## src/core/fsps_consts.vh

```
// constants for the flash self-program sequencer
// assumes one 10 MHz clock; included by bare name
`ifndef FSPS_CONSTS_VH
`define FSPS_CONSTS_VH
// register byte offsets
`define FSPS_OFF_CTRL     8'h00
`define FSPS_OFF_KEY      8'h04
`define FSPS_OFF_TPTR     8'h08
`define FSPS_OFF_TLAT     8'h0C
`define FSPS_OFF_TCMD     8'h10
`define FSPS_OFF_STAT     8'h14
`define FSPS_OFF_HOLD     8'h40
// control register field positions
`define FSPS_BIT_START    1
`define FSPS_BIT_WRITE_ENABLE_BIT     2
`define FSPS_BIT_ABORT    3
`define FSPS_BIT_ERASE    4
// table command field positions
`define FSPS_BIT_TWR      0
`define FSPS_BIT_TRD      1
`define FSPS_TMODE_LO     2
`define FSPS_TMODE_HI     3
// table pointer modes
`define FSPS_TM_NONE      2'h0
`define FSPS_TM_POSTINC   2'h1
`define FSPS_TM_POSTDEC   2'h2
`define FSPS_TM_PREINC    2'h3
// unlock keys
`define FSPS_KEY1         8'h55
`define FSPS_KEY2         8'hAA
// reset values
`define FSPS_CTRL_RST     8'h00
`define FSPS_TPTR_RST     22'h000000
// timing: cycle times in microseconds, clock in MHz
`define FSPS_CLK_MHZ      10
`define FSPS_ERASE_US     2000
`define FSPS_WRITE_US     2000
`define FSPS_ERASE_CYC    (`FSPS_ERASE_US * `FSPS_CLK_MHZ)
`define FSPS_WRITE_CYC    (`FSPS_WRITE_US * `FSPS_CLK_MHZ)
`endif

```

## src/core/fsps_sequencer.v

```verilog
// flash self-program sequencer: control register, unlock key, table pointer,
// table latch, 64 holding registers and self-timed erase/write with core stall
// assumes an AHB-Lite master with single word transfers and an external flash
// array that accepts a block erase or 64-byte chunk program request
//
// Summary of operation
// - erase needs write-enable (bit 2) and erase-select (bit 4) both set
// - key port must get 55h then 0AAh before start may begin a cycle
// - start with erase selected begins block erase; core stalled throughout
// - programming only in 64-byte chunks, never single bytes or words
// - 64 byte holding registers, each table write loads one from latch
// - table write is short: updates holding register only, no array program
// - start after loading begins long write; instruction execution halts
// - internal timer sets and ends each erase or write cycle
// - holding registers keep contents after write; software overwrites them
// - write: write-enable without erase, unlock, start; chunk programmed
// - block taken from pointer bits 21..10, lower bits ignored
// - start only settable by software, cleared by hardware at completion
// - erase-select cleared by hardware when erase completes
// - abort flag set on reset mid-cycle or improper start attempt
//
// The AHB-Lite register port and the register addresses were left to the implementer.

`include "fsps_consts.vh"

module fsps_sequencer #(
  parameter ERASE_CYCLES = `FSPS_ERASE_CYC,
  parameter WRITE_CYCLES = `FSPS_WRITE_CYC,
  parameter HOLD_DEPTH   = 64
) (
  // clock and reset
  input  wire        hclk,
  input  wire        hresetn,
  // ahb-lite slave
  input  wire        hsel,
  input  wire [7:0]  haddr,
  input  wire [1:0]  htrans,
  input  wire        hwrite,
  input  wire [2:0]  hsize,
  input  wire        hready,
  input  wire [31:0] hwdata,
  output wire [31:0] hrdata,
  output wire        hreadyout,
  output wire        hresp,
  // core side
  output wire        core_stall,
  // flash array side
  output reg         flash_erase_req,
  output reg         flash_prog_req,
  output reg  [11:0] flash_block,
  output reg  [5:0]  flash_chunk,
  output wire [511:0] flash_prog_data,
  input  wire [7:0]  flash_rd_data,
  output wire [21:0] flash_rd_addr
);

  localparam ST_IDLE  = 3'b001;
  localparam ST_ERASE = 3'b010;
  localparam ST_WRITE = 3'b100;

  reg  [2:0]  state;
  reg         start_bit;
  reg         write_enable_bit_bit;
  reg         erase_sel;
  reg         abort_flag;
  reg  [1:0]  unlock_stage;
  reg  [21:0] table_pointer;
  reg  [7:0]  table_latch;
  reg  [7:0]  hold_mem [0:HOLD_DEPTH-1];
  reg  [31:0] cyc_cnt;
  reg  [31:0] rdata;
  reg         rd_pend;
  reg         ap_wr;
  reg  [7:0]  ap_addr;
  reg  [31:0] next_cyc_cnt;
  reg         live_mark;

  wire busy = (state != ST_IDLE);

  // address phase capture
  wire ap_valid = hsel & hready & htrans[1];

  // pointer update for table operations
  function [21:0] tp_step;
    input [21:0] tp;
    input [1:0]  mode;
    begin
      case (mode)
        `FSPS_TM_POSTINC: tp_step = {tp[21], tp[20:0] + 21'h000001};
        `FSPS_TM_PREINC:  tp_step = {tp[21], tp[20:0] + 21'h000001};
        `FSPS_TM_POSTDEC: tp_step = {tp[21], tp[20:0] - 21'h000001};
        default:          tp_step = tp;
      endcase
    end
  endfunction

  // bus never waits; stall is carried on core_stall instead
  assign hreadyout = 1'b1;
  assign hresp     = 1'b0;
  assign hrdata    = rdata;
  assign core_stall = busy;
  assign flash_rd_addr = table_pointer;

  genvar gi;
  generate
    for (gi = 0; gi < HOLD_DEPTH; gi = gi + 1) begin : g_pack
      assign flash_prog_data[gi*8 +: 8] = hold_mem[gi];
    end
  endgenerate

  wire        dw     = ap_wr;
  wire [7:0]  wd8    = hwdata[7:0];
  // one register slot hit; shared by the write strobes and the read mux
  function reg_hit;
    input [7:0] a;
    input [7:0] off;
    begin
      reg_hit = (a == off);
    end
  endfunction

  // timer load for the cycle about to start
  function [31:0] cycle_len;
    input erase;
    begin
      cycle_len = erase ? ERASE_CYCLES : WRITE_CYCLES;
    end
  endfunction

  wire        w_ctrl = dw & reg_hit(ap_addr, `FSPS_OFF_CTRL);
  wire        w_key  = dw & reg_hit(ap_addr, `FSPS_OFF_KEY);
  wire        w_tptr = dw & reg_hit(ap_addr, `FSPS_OFF_TPTR);
  wire        w_tlat = dw & reg_hit(ap_addr, `FSPS_OFF_TLAT);
  wire        w_tcmd = dw & reg_hit(ap_addr, `FSPS_OFF_TCMD);
  wire [1:0]  tmode  = hwdata[`FSPS_TMODE_HI:`FSPS_TMODE_LO];
  wire        start_try = w_ctrl & wd8[`FSPS_BIT_START] & ~busy;
  // start is honoured only right after the key pair while enabled
  wire        start_ok = start_try & (unlock_stage == 2'h2) & write_enable_bit_bit
                         & wd8[`FSPS_BIT_WRITE_ENABLE_BIT];
  wire        go_erase = start_ok & wd8[`FSPS_BIT_ERASE];
  wire        tw_do  = w_tcmd & hwdata[`FSPS_BIT_TWR] & ~busy;
  wire        tr_do  = w_tcmd & hwdata[`FSPS_BIT_TRD] & ~busy;
  // pre-increment writes land on the stepped pointer in the same cycle,
  // so a fill from first-minus-one starts at holding register zero
  wire [21:0] tw_ptr = (tmode == `FSPS_TM_PREINC) ? tp_step(table_pointer, tmode)
                                                   : table_pointer;
  // last busy cycle; the count is never reloaded while busy
  wire        done   = busy & (cyc_cnt == 32'h00000001);

  // a zero cycle length would hang busy forever; keep both above zero
  always @* begin
    next_cyc_cnt = cyc_cnt;
    if (start_ok) begin
      next_cyc_cnt = cycle_len(go_erase);
    end else if (busy && cyc_cnt != 32'h00000000) begin
      next_cyc_cnt = cyc_cnt - 32'h00000001;
    end
  end

  // bus address phase pipeline
  always @(posedge hclk or negedge hresetn) begin
    if (!hresetn) begin
      ap_wr   <= 1'b0;
      rd_pend <= 1'b0;
      ap_addr <= 8'h00;
    end else begin
      ap_wr   <= ap_valid & hwrite;
      rd_pend <= ap_valid & ~hwrite;
      if (ap_valid) begin
        ap_addr <= {haddr[7:2], 2'b00};
      end
    end
  end

  // read mux; the holding window reaches only the first 16 entries,
  // the rest are visible on the program data bus alone
  function [31:0] rd_word;
    input [7:0] a;
    reg   [7:0] wa;
    begin
      wa = {a[7:2], 2'b00};
      if (a[7:6] == 2'b01) begin
        rd_word = {24'h000000, hold_mem[a[7:2] - 6'h10]};
      end else if (reg_hit(wa, `FSPS_OFF_CTRL)) begin
        rd_word = {27'h0, erase_sel, abort_flag, write_enable_bit_bit, start_bit, 1'b0};
      end else if (reg_hit(wa, `FSPS_OFF_TPTR)) begin
        rd_word = {10'h000, table_pointer};
      end else if (reg_hit(wa, `FSPS_OFF_TLAT)) begin
        rd_word = {24'h000000, table_latch};
      end else if (reg_hit(wa, `FSPS_OFF_STAT)) begin
        rd_word = {27'h0, state, unlock_stage};
      end else begin
        // key port and unused slots read zero
        rd_word = 32'h00000000;
      end
    end
  endfunction

  // read data registered in the address phase for the next data phase
  always @(posedge hclk or negedge hresetn) begin
    if (!hresetn) begin
      rdata <= 32'h00000000;
    end else if (ap_valid && !hwrite) begin
      rdata <= rd_word(haddr);
    end
  end

  // remembers a running cycle across reset; deliberately not reset, so a
  // reset that cuts a cycle short still leaves its trace behind
  always @(posedge hclk) begin
    if (hresetn) begin
      live_mark <= busy & ~done;
    end
  end

  // sequencer state and control bits
  always @(posedge hclk or negedge hresetn) begin
    if (!hresetn) begin
      state           <= ST_IDLE;
      start_bit       <= 1'b0;
      write_enable_bit_bit        <= 1'b0;
      erase_sel       <= 1'b0;
      abort_flag      <= 1'b0;
      unlock_stage    <= 2'h0;
      cyc_cnt         <= 32'h00000000;
      flash_erase_req <= 1'b0;
      flash_prog_req  <= 1'b0;
      flash_block     <= 12'h000;
      flash_chunk     <= 6'h00;
    end else begin
      cyc_cnt         <= next_cyc_cnt;
      flash_erase_req <= 1'b0;
      flash_prog_req  <= 1'b0;
      // any bus write breaks the key pair unless it continues it;
      // reads leave it alone so a status poll between keys is harmless
      if (w_key && wd8 == `FSPS_KEY1) begin
        unlock_stage <= 2'h1;
      end else if (w_key && wd8 == `FSPS_KEY2 && unlock_stage == 2'h1) begin
        unlock_stage <= 2'h2;
      end else if (dw) begin
        unlock_stage <= 2'h0;
      end
      // control writes are dropped while a cycle runs, so a stray write
      // cannot change the operation under way
      if (w_ctrl && !busy) begin
        write_enable_bit_bit  <= wd8[`FSPS_BIT_WRITE_ENABLE_BIT];
        erase_sel <= wd8[`FSPS_BIT_ERASE];
        if (!wd8[`FSPS_BIT_ABORT]) begin
          abort_flag <= 1'b0;
        end
      end
      // both sets come after the clear so that they win in one cycle
      if (start_try && !start_ok) begin
        abort_flag <= 1'b1;
      end
      if (live_mark && !busy) begin
        abort_flag <= 1'b1;
      end
      case (state)
        ST_IDLE: begin
          if (start_ok) begin
            start_bit   <= 1'b1;
            flash_block <= table_pointer[21:10];
            flash_chunk <= table_pointer[9:4] & 6'h3C;
            if (go_erase) begin
              state           <= ST_ERASE;
              flash_erase_req <= 1'b1;
            end else begin
              state          <= ST_WRITE;
              flash_prog_req <= 1'b1;
            end
          end
        end
        ST_ERASE: begin
          if (done) begin
            state     <= ST_IDLE;
            start_bit <= 1'b0;
            erase_sel <= 1'b0;
          end
        end
        ST_WRITE: begin
          if (done) begin
            state     <= ST_IDLE;
            start_bit <= 1'b0;
          end
        end
        default: state <= ST_IDLE;
      endcase
    end
  end

  // table pointer, latch and table reads
  always @(posedge hclk or negedge hresetn) begin
    if (!hresetn) begin
      table_pointer <= `FSPS_TPTR_RST;
      table_latch   <= 8'h00;
    end else begin
      if (w_tptr && !busy) begin
        table_pointer <= hwdata[21:0];
      end else if (tw_do || tr_do) begin
        table_pointer <= tp_step(table_pointer, tmode);
      end
      // the array is read straight from the pointer, no wait state
      if (w_tlat && !busy) begin
        table_latch <= wd8;
      end else if (tr_do) begin
        table_latch <= flash_rd_data;
      end
    end
  end

  // holding registers: not reset and never cleared by a write cycle
  always @(posedge hclk) begin
    if (tw_do)
      hold_mem[tw_ptr[5:0]] <= table_latch;
  end

endmodule // fsps_sequencer

```

## config.mk

```make
export PLATFORM = sky130hd
export DESIGN_NAME = fsps_sequencer
export DESIGN_NICKNAME = d
export VERILOG_FILES = /design/src/core/fsps_sequencer.v
export VERILOG_INCLUDE_DIRS = /design/src /design/src/core
export SDC_FILE = /design/constraint.sdc
export NUM_CORES = 1
export LEC_CHECK = 0
export BUFFER_PORTS_ARGS = -buffer_cell sky130_fd_sc_hd__buf_4
export CAP_MARGIN = 15
export CORE_AREA = 2 2 261 263
export DETAILED_ROUTE_END_ITERATION = 10
export DIE_AREA = 0 0 263 265
export GPL_TIMING_DRIVEN = 0
export PLACE_DENSITY = 0.66
export SLEW_MARGIN = 20
export SYNTH_ARGS = -nofsm -noshare
export SYNTH_HDL_FRONTEND = slang
export SYNTH_SLANG_ARGS = --single-unit
```

## constraint.sdc

```tcl
create_clock -name hclk -period 2.55 [get_ports hclk]
set_input_delay 0.51 -clock hclk [delete_from_list [all_inputs] [get_ports hclk]]
set_output_delay 0.51 -clock hclk [all_outputs]
set_load 0.03 [all_outputs]
```

Word level (Yosys, flattened, before mapping). Memory sizes are Yosys's and may differ from the RTL's. Index checks and enable logic that the tools add are counted. W data, S select, Z words.

Bits of input ports: 58. Register bits: 129. Word-level logic and storage cells: 137. RAM bits: 512. Memories kept: 1. ROM bits: 0. Output and inout port bits: 589. Latch bits: 0.

Eq/ne operators: 23. Shift operators: 0. Divide/modulo/power cells: 0. Multiplexer cells: 38. Reduce and logical (&&, ||, !) cells: 31. Magnitude comparators: 0. $add $sub $neg: 4. Multipliers: 0. Bitwise operators: 22.

Memories: hold_mem (words 64, bits a word 8, read ports 65, clocked after memory_dff 0, wr ports 1, line fsps_sequencer.v:69) `reg [7:0] hold_mem [0:HOLD_DEPTH-1];`.

Operators with widths (count): $mux W22 (4); $mux W32 (2); $pmux W21 S2 (1); $eq A32 B1 Y1 const B (1); $reduce_bool A32 Y1 (1); $sub A32 B1 Y32 const B (1); $eq A6 B2 Y1 const B (4); $mux W8 (3); $add A21 B1 Y21 const B (1); $mux W21 (1); $sub A21 B1 Y21 const B (1); $and A1 B1 Y1 (20); $mux W1 (17); $eq A6 B3 Y1 const B (2); $logic_and A1 B1 Y1 (10); $mux W3 (3); $reduce_bool A3 Y1 (3); $eq A8 B7 Y1 const B (1); $eq A8 B8 Y1 const B (1); $logic_not A8 Y1 (1); $reduce_and A2 Y1 (4); $reduce_bool A2 Y1 (4); $eq A2 B1 Y1 const B (3); $eq A2 B2 Y1 const B (3); other kinds (19) (26).

Depth between registers and ports, before layout. Gate-level depths: netlist (run 1).

Word-level depth: 11. Mapped depth: 11.

Worst setup path after synthesis (run 1). No wires, ideal clock.

Path type: register to register. Start point: register table_pointer[4] (netlist: flash_rd_addr[4]). End point: memory hold_mem[33][0] (enable). Stages on the path, launching flop included: 8. Arrival: 2.244 ns. Setup time: 0.370 ns. Setup slack: -0.064 ns. Data required time: 2.180 ns. Clock period less this slack: 2.614 ns. Cells stage by stage: dfrtp_1 clkbuf_1 nand2_1 or2_2 nor2_1 xor2_1 nand3_1 nor2_1.

Longest elaborated chain between the ends: 2.

Ends and longest elaborated chain: start, declared (line fsps_sequencer.v:67) `reg [21:0] table_pointer;`; start signal, assigned (line fsps_sequencer.v:295) `` table_pointer <= `FSPS_TPTR_RST; ``; start signal, assigned (line fsps_sequencer.v:299) `table_pointer <= hwdata[21:0];`; start signal, assigned (line fsps_sequencer.v:301) `table_pointer <= tp_step(table_pointer, tmode);`; $add A21 B1 Y21; $mux W6 * (line fsps_sequencer.v:145) `` wire [21:0] tw_ptr = (tmode == `FSPS_TM_PREINC) ? tp_step(table_pointer, tmode) ``; end, declared (line fsps_sequencer.v:69).

Every way passes the cells marked *; elsewhere a longest branch is shown, timed or not.

Worst setup path after layout (run 1).
Start point: input haddr[3]. End point: register rdata[7] (netlist: hrdata[7]).

Longest elaborated chain between the ends: 5. Elaborated cells between the ends (all ways): 9.

Ends and longest elaborated chain: start, declared (line fsps_sequencer.v:36) `input wire [7:0] haddr,`; branches (longest 4 deep; another with $mem_v2 Z64 W8); $mux W22 * (line fsps_sequencer.v:182) `if (a[7:6] == 2'b01) begin`; end signal, assigned (line fsps_sequencer.v:204) `rdata <= rd_word(haddr);`; end, declared (line fsps_sequencer.v:71) `reg [31:0] rdata;`.

Mark *: on every way between the ends. A chain may end at the register's enable or synchronous reset.

==> flow_summary_export.csv, run 1 <==
group,metric,value,unit
clock_tree,numClockSinks,631,
clock_tree,path_clk_slew,0.06,ns
die,start_util,39.70,%
clock_tree,cts_buffer_depth,3,
placed_design,hpwl,87470,um
final_layout,finalNonFillerCells,3434,
clock_tree,cts_buffers,70,
global_routing,grt_pass1_vias,20410,
route,firstDrtPassIters,6,
placed_design,place_area,0.03251,mm^2
route,drc_errors,0,
logic_synthesis,synth_compound_area_share,6.133,%
final_layout,seqCellArea,0.01840,mm^2
clock_tree,h-tree-depth,3,
logic_synthesis,synth_cell_types,74,
logic_synthesis,synth_edf_count,513,
logic_synthesis,syn_area_per_cell,15.76,um^2
logic_synthesis,yosys_warnings,0,
die,ios,647,
die,die_y,265,um
global_routing,grt_pass1_wl,164800,um
logic_synthesis,synth_simple_gate_area_share,8.058,%
logic_synthesis,ys_ff_latch,631,
timing,fin_tns_setup,0,ns
die,die_area,0.06970,mm^2
logic_synthesis,ys.flop_type,"edfxtp_1",
timing,finalHoldViolations,0,
route,via_per_inst,5.935,
logic_synthesis,ys_seq_area_share,69.23,%
route,num_vias,20380,
setup_path,crit_family,"buffers and inverters",
setup_path,crit_slowest_cell,"mux4_2",
timing,finalClockSkew,0.02660,ns
pwr,total_power,25.81,mW
clock_tree,root_buffer,"clkbuf_16",
setup_path,cp-start-kind,"input pin",
setup_path,regToRegSetupSlack,0.02,ns
final_layout,final_area,0.03765,mm^2
route,drt_iter0_drc,2392,
setup_path,worstPathArrival,3.03,ns
setup_path,path_depth,8,
status,status,"completed",
clock_tree,clk_latency,0.63,ns
die,std_cell_rows,95,
die,die_w,263,um
logic_synthesis,synth_xor_area_share,1.156,%
timing,setup_viol,0,
final_layout,multi_input_area,0.008665,mm^2
die,core,0.06680,mm^2
logic_synthesis,muxShareOfSynthArea,12.76,%
final_layout,nFillCells,5340,
setup_path,crit_start,"haddr[3]",
timing,fmax,395.6,MHz
timing,rsz0062_at_grt,"yes",
logic_synthesis,synthTopCellsByArea,"edfxtp_1 (58%), dfrtp_1 (11%), mux4_2 (9.9%), nor2_1 (2.1%), nand2_1 (2.1%)",
placed_design,portBuffers,610,
setup_path,path_class,"input pin to flop",
global_routing,grt_max_degree,66,
global_routing,grt_antenna_before_repair,1,
logic_synthesis,synthAdderAreaFrac,0.3303,%
placed_design,place_inst,3187,
final_layout,drive_gt1_share,47.89,%
timing,timing_max_transition_violations_final,0,
timing,fin_crit,2.528,ns
final_layout,final_cell_mix,"buf_4 (703), edfxtp_1 (513), nand2_1 (130)",
final_layout,final_common_cell,"buf_4",
route,antenna_left,0,
setup_path,setup.worst_path.end_class,"flop",
setup_path,crit_top_cell,"buf_6",
logic_synthesis,async_flop_share,18.70,%
min_path,hp-class,"input pin to flop",
pwr,powerDensity,685.5,mW/mm^2
setup_path,crit_path_max_incr_delay,0.40,ns
logic_synthesis,syn_area,0.02652,mm^2
final_layout,area_growth,41.96,%
setup_path,critPathCapture,"hrdata[7]",
timing,tightest_slew,0.9720,ns
timing,relSlewSlack,35.20,%
placed_design,gp_congestion,0.9145,
setup_path,worstPathMaxFanout,10,
route,wirelength,120800,um
route,wl_per_cell,35.16,um
timing,fin_crit_sh,99.12,%
logic_synthesis,synth_top_family_by_area,"multiplexers",
setup_path,reg2reg_depth,6,
setup_path,crit_buf_inv,4,
run,maxCapViolCount,0,
global_routing,grt_overflow,0,
logic_synthesis,synth_area_leader_cell,"edfxtp_1",
global_routing,grt_use_total,33.97,%
pwr,vdd_drop_max,0.5447,mV
setup_path,cp_data_required_time,3.05,ns
final_layout,nNetsFinal,2571,
setup_path,r2r_start,"ap_addr[4]",
logic_synthesis,synth_top_area_share,58.09,%
setup_path,rr_endpoint,"cyc_cnt[15]",
setup_path,crit_chain,"buf_2, buf_6, buf_6, buf_4, mux4_2, o221ai_1, o21ai_0, a211o_1",
logic_synthesis,synthCells,1683,
clock_tree,cts_tree,"built",
pwr,p_leak,14.34,nW
## synthesized netlist by cell type (18+ instances only)
cell type  instances
nor2_1           149
mux4_2           117
buf_4             22
edfxtp_1         513
inv_1             26
xnor2_1           31
clkbuf_1          54
nand2_1          146
nand3_1           26
a21oi_1           44
dfrtp_1          117
o21ai_0           45
buf_2             22
a211oi_1          18
mux2i_1           50
mux2_2            22
nor4_1            21
o22ai_1           24
## power breakdown
group | leakage (nW) | switching (mW) | internal, mW
combinational | 7.10 | 2.18 | 1.10
sequential | 6.14 | 0.518 | 11.8
clock | 1.10 | 4.35 | 5.84
## routing by layer
layer  up-vias  GRT usage (%)  part of all wire, %
met2      1379          56.08                   48
met4         2          12.62                  4.3
li1       8240              -                    -
met3       253          11.41                   11
met1     10510          41.56                   36
met5         -              0               0.0099
## sequential cells by signal, summed over array words and instances (netlist names), 2 cells and up
| register | flops |
|---|---|
| state | 3 |
| flash_chunk | 4 |
| table_latch | 8 |
| cyc_cnt | 32 |
| hold_mem | 512 |
| hrdata | 22 |
| ap_addr | 6 |
| flash_rd_addr | 22 |
| flash_block | 12 |
| unlock_stage | 2 |
## logic make-up (layout without fill, tap and decap cells)
family / after synthesis / count (layout)
AND/OR/NAND/NOR: 455 / 455
AO/OA/AOI/OAI: 232 / 232
buffers and inverters: 132 / 997
XOR/XNOR: 35 / 35
adder cells (fa/ha/maj): 7 / 7
flip-flops: 631 / 631
multiplexers: 189 / 189
other: 2 / 15
## what timing repair did
item	in CTS	in global routing
setup buffers	106	18
hold buffers	1	0
pin swaps	75	15
endpoints found under the setup margin	603	586
endpoints found under the hold margin	59	0
gates cloned	0	1
resized for setup	269	60
## worst reg2reg max path: cells and delay by family, from the launching register on
family                 cells  cell delay [ns]
AOI/OAI and AO/OA          3             0.95
buffers and inverters      1             0.26
and+or+nand+nor            2             0.82
DFF                        1             0.44
## layout make-up
class / instances / share of cell area [%]
antenna: 1 / 0.006647
sequential: 631 / 48.87
timing repair buffer: 745 / 17.11
tap: 873 / 2.901
buffer: 98 / 1.788
multi-input combinational: 932 / 23.02
clock buffer: 91 / 5.055
inverter: 28 / 0.2792
clock inverter: 35 / 0.9738
## per-stage QoR
stage,hold slack [ns],setup WS [ns],utilization (%)
after global placement,0.4526,-2.223,48.28
after floorplan,0.2144,-0.06438,-
final,0.1038,0.02246,56.36
after CTS,0.07981,-0.01814,55.72
after detailed placement,0.4744,-1.641,48.67
after global routing,0.1065,-0.05530,56.35
## worst min-delay path by stage
stage / start / endpoint / slack, ns / cells past startpoint
3_5_place_dp: flash_block[2] / flash_block[2] / 0.47 / 2
5_1_grt: hwdata[21] / flash_rd_addr[21] / 0.11 / 3
2_1_floorplan: hresetn / abort_flag / 0.21 / 0
3_3_place_gp: live_mark / abort_flag / 0.45 / 2
6_report: hwdata[21] / flash_rd_addr[21] / 0.10 / 3
4_1_cts: hwdata[21] / flash_rd_addr[21] / 0.08 / 3
No activity file was read; power rests on OpenSTA's default activity.
==> inputs of run 2 (changes only) <==
--- a/config.mk
+++ b/config.mk
@@ -6,13 +6,14 @@
 export SDC_FILE = /design/constraint.sdc
 export NUM_CORES = 1
 export LEC_CHECK = 0
+export ABC_AREA = 1
 export BUFFER_PORTS_ARGS = -buffer_cell sky130_fd_sc_hd__buf_4
 export CAP_MARGIN = 15
-export CORE_AREA = 2 2 261 263
+export CORE_AREA = 2 2 268 270
 export DETAILED_ROUTE_END_ITERATION = 10
-export DIE_AREA = 0 0 263 265
+export DIE_AREA = 0 0 270 272
 export GPL_TIMING_DRIVEN = 0
-export PLACE_DENSITY = 0.66
+export PLACE_DENSITY = 0.65
 export SLEW_MARGIN = 20
 export SYNTH_ARGS = -nofsm -noshare
 export SYNTH_HDL_FRONTEND = slang
==> constraint.sdc (replaced) <==
create_clock -name hclk -period 2.55 [get_ports hclk]
set_input_delay 0.51 -clock hclk [delete_from_list [all_inputs] [get_ports hclk]]
set_output_delay 0.51 -clock hclk [all_outputs]
set_load 0.005 [all_outputs]
==> flow_summary_export.csv, run 2 <==
group,metric,value,unit
status,status,"completed",
route,drt_iter0_drc,3047,
logic_synthesis,synth_cell_types,51,
logic_synthesis,synth_edf_count,513,
die,die_w,270,um
timing,fin_crit_sh,98.54,%
die,core,0.07075,mm^2
timing,tightest_slew,0.9796,ns
die,die_area,0.07344,mm^2
timing,fmax,398.0,MHz
final_layout,drive_gt1_share,28.49,%
setup_path,regToRegSetupSlack,0.04,ns
pwr,powerDensity,727.3,mW/mm^2
setup_path,worstPathArrival,2.81,ns
global_routing,grt_pass1_vias,24000,
logic_synthesis,ys_ff_latch,631,
die,std_cell_rows,98,
placed_design,place_inst,4349,
global_routing,grt_antenna_before_repair,1,
placed_design,place_area,0.03404,mm^2
timing,relSlewSlack,34.69,%
final_layout,nFillCells,6340,
clock_tree,cts_buffers,68,
logic_synthesis,yosys-top-cells-count,"nand2_1 (981), edfxtp_1 (513), nor2_1 (316), nand3_1 (193), inv_1 (123)",
logic_synthesis,synthTopCellsByArea,"edfxtp_1 (55%), nand2_1 (13%), dfrtp_1 (10%), nor2_1 (4.2%), nand3_1 (3.5%)",
timing,setup_viol,0,
route,num_vias,25010,
timing,timing_max_transition_violations_final,0,
logic_synthesis,synth_top_area_share,55.06,%
clock_tree,root_buffer,"clkbuf_16",
final_layout,area_growth,36.09,%
final_layout,final_area,0.03807,mm^2
setup_path,path_class,"flop to flop",
global_routing,grt_util_met1,41.50,%
setup_path,setup.worst_path.end_class,"flop",
route,wl_per_cell,28.01,um
logic_synthesis,async_flop_share,18.70,%
final_layout,largest_reg_flops,512,
timing,fin_tns_setup,0,ns
route,via_per_inst,5.506,
logic_synthesis,syn_area,0.02798,mm^2
logic_synthesis,ys.flop_type,"edfxtp_1",
logic_synthesis,ys_seq_area_share,65.62,%
clock_tree,numClockSinks,631,
logic_synthesis,yosysMostFrequentCell,"nand2_1",
timing,finalHoldViolations,0,
pwr,p_leak,15.91,nW
setup_path,cp_data_required_time,2.85,ns
route,drc_errors,0,
run,maxCapViolCount,0,
global_routing,grt_pass1_wl,175900,um
global_routing,grt_overflow,0,
die,ios,647,
logic_synthesis,synth_area_leader_cell,"edfxtp_1",
timing,whs,0.1004,ns
clock_tree,clk_latency,0.62,ns
final_layout,final_common_cell,"nand2_1",
clock_tree,h-tree-depth,3,
final_layout,finalNonFillerCells,4542,
min_path,hp-class,"input pin to flop",
placed_design,hpwl,95280,um
setup_path,worstPathMaxFanout,8,
route,wirelength,127200,um
setup_path,cp-start-kind,"flop",
logic_synthesis,yosys_warnings,0,
global_routing,gr-usage-met3,9.160,%
route,firstDrtPassIters,8,
route,antenna_left,0,
die,die_y,272,um
timing,finalClockSkew,0.02139,ns
logic_synthesis,syn_area_per_cell,10.11,um^2
clock_tree,cts_tree,"built",
global_routing,grt_use_total,33.75,%
global_routing,grt.met2_usage,54.79,%
clock_tree,path_clk_slew,0.06,ns
placed_design,portBuffers,610,
placed_design,gp_congestion,0.9650,
global_routing,grt_max_degree,76,
timing,fin_crit,2.513,ns
global_routing,top_usage_layer,"met2",
clock_tree,cts_buffer_depth,3,
logic_synthesis,synthCells,2768,
pwr,vdd_drop_max,0.5940,mV
die,start_util,39.54,%
final_layout,final_cell_mix,"nand2_1 (976), buf_4 (666), edfxtp_1 (513)",
timing,rsz0062_at_grt,"yes",
final_layout,nNetsFinal,3605,
run 2: changes by cell type in the layout (fill, tap and decap cells not counted), sizes merged, moves of 33 or more:
cell / before / now
mux4: 117 / 0
inv: 31 / 135
nand3: 27 / 197
nand2: 146 / 994
clkbuf: 141 / 108
nor2: 149 / 326
mux2i: 50 / 1
nand4: 11 / 74
run 2: stage by stage:
| stage | utilization [%] | worst slack, ns | power, mW |
|---|---|---|---|
| 2_1_floorplan | - | 0.2539 | 15.26 |
| 3_3_place_gp | 47.76 | -0.9024 | 17.30 |
| 3_5_place_dp | 48.12 | -0.8402 | 17.46 |
| 4_1_cts | 53.56 | -0.03963 | 27.52 |
| 5_1_grt | 53.81 | -0.01480 | 28.54 |
| 6_report | 53.81 | 0.03732 | 27.69 |
run 2: path summary, 6_finish.rpt:
check | start | endpoint | cells after the start
min in group asynchronous | hresetn | flash_block[11] | 2
worst max register to register | flash_rd_addr[0] | hold_mem[54][5] | 7
worst max-delay path | flash_rd_addr[0] | hold_mem[54][5] | 7
max in group asynchronous | hresetn | state[0] | 3
worst min register to register | hrdata[16] | hrdata[16] | 2
worst min-delay path | hwdata[21] | flash_rd_addr[21] | 3
run 2: routing by layer:
layer	share of wire, %	vias to the layer above
li1	-	10870
met1	37	12150
met2	47	1658
met3	11	339
met4	5.8	0
met5	0	-
run 2: area by class of cell:
class	instances	area, um^2	area share [%]
diodes	1	2.502	0.006573
plain buffers	133	709.4	1.863
clock buffers	79	1743	4.578
clock inverters	42	470.5	1.236
inverters	134	511.7	1.344
multi-input cells	1881	9165	24.07
flip-flops and latches	631	18390	48.31
well taps	950	1189	3.122
repair buffers	691	5891	15.47
run 2: cell families (layout without fill, tap and decap cells):
family	after synthesis	in the layout	synth area share (%)
and+or+nand+nor	1643	1643	24.58
DFF	631	631	65.62
buffers and inverters	268	1079	4.351
AOI/OAI and AO/OA	174	174	3.761
xor gates and xnor gates	42	42	1.315
adders and majority gates	7	7	0.3130
other	2	15	0.02684
muxes	1	1	0.03578
run 2: worst max-delay path, cell delays in order (launching register included):
cell and delay [ns]:
dfrtp_2 0.47, ha_1 0.25, xnor2_1 0.18, o21ai_2 0.27, inv_1 0.14, nor2_2 0.23
nand2_4 0.27, nor2_4 0.37
run 2: repair_timing:
| item | 4_1_cts | 5_1_grt |
|---|---|---|
| hold buffers | 1 | 0 |
| gates resized for setup | 159 | 23 |
| hold endpoints to repair | 44 | 0 |
| endpoints found under the setup margin | 512 | 529 |
| pin swaps | 55 | 13 |
| buffers inserted | 64 | 7 |
run 2: power breakdown:
part           switching [mW]  leakage, nW  total, mW  internal [mW]
Clock                    4.33         1.08       10.0           5.69
Sequential              0.913         6.12       13.1           12.2
Combinational            3.21         8.70       4.59           1.38
Total                    8.45         15.9       27.7           19.2
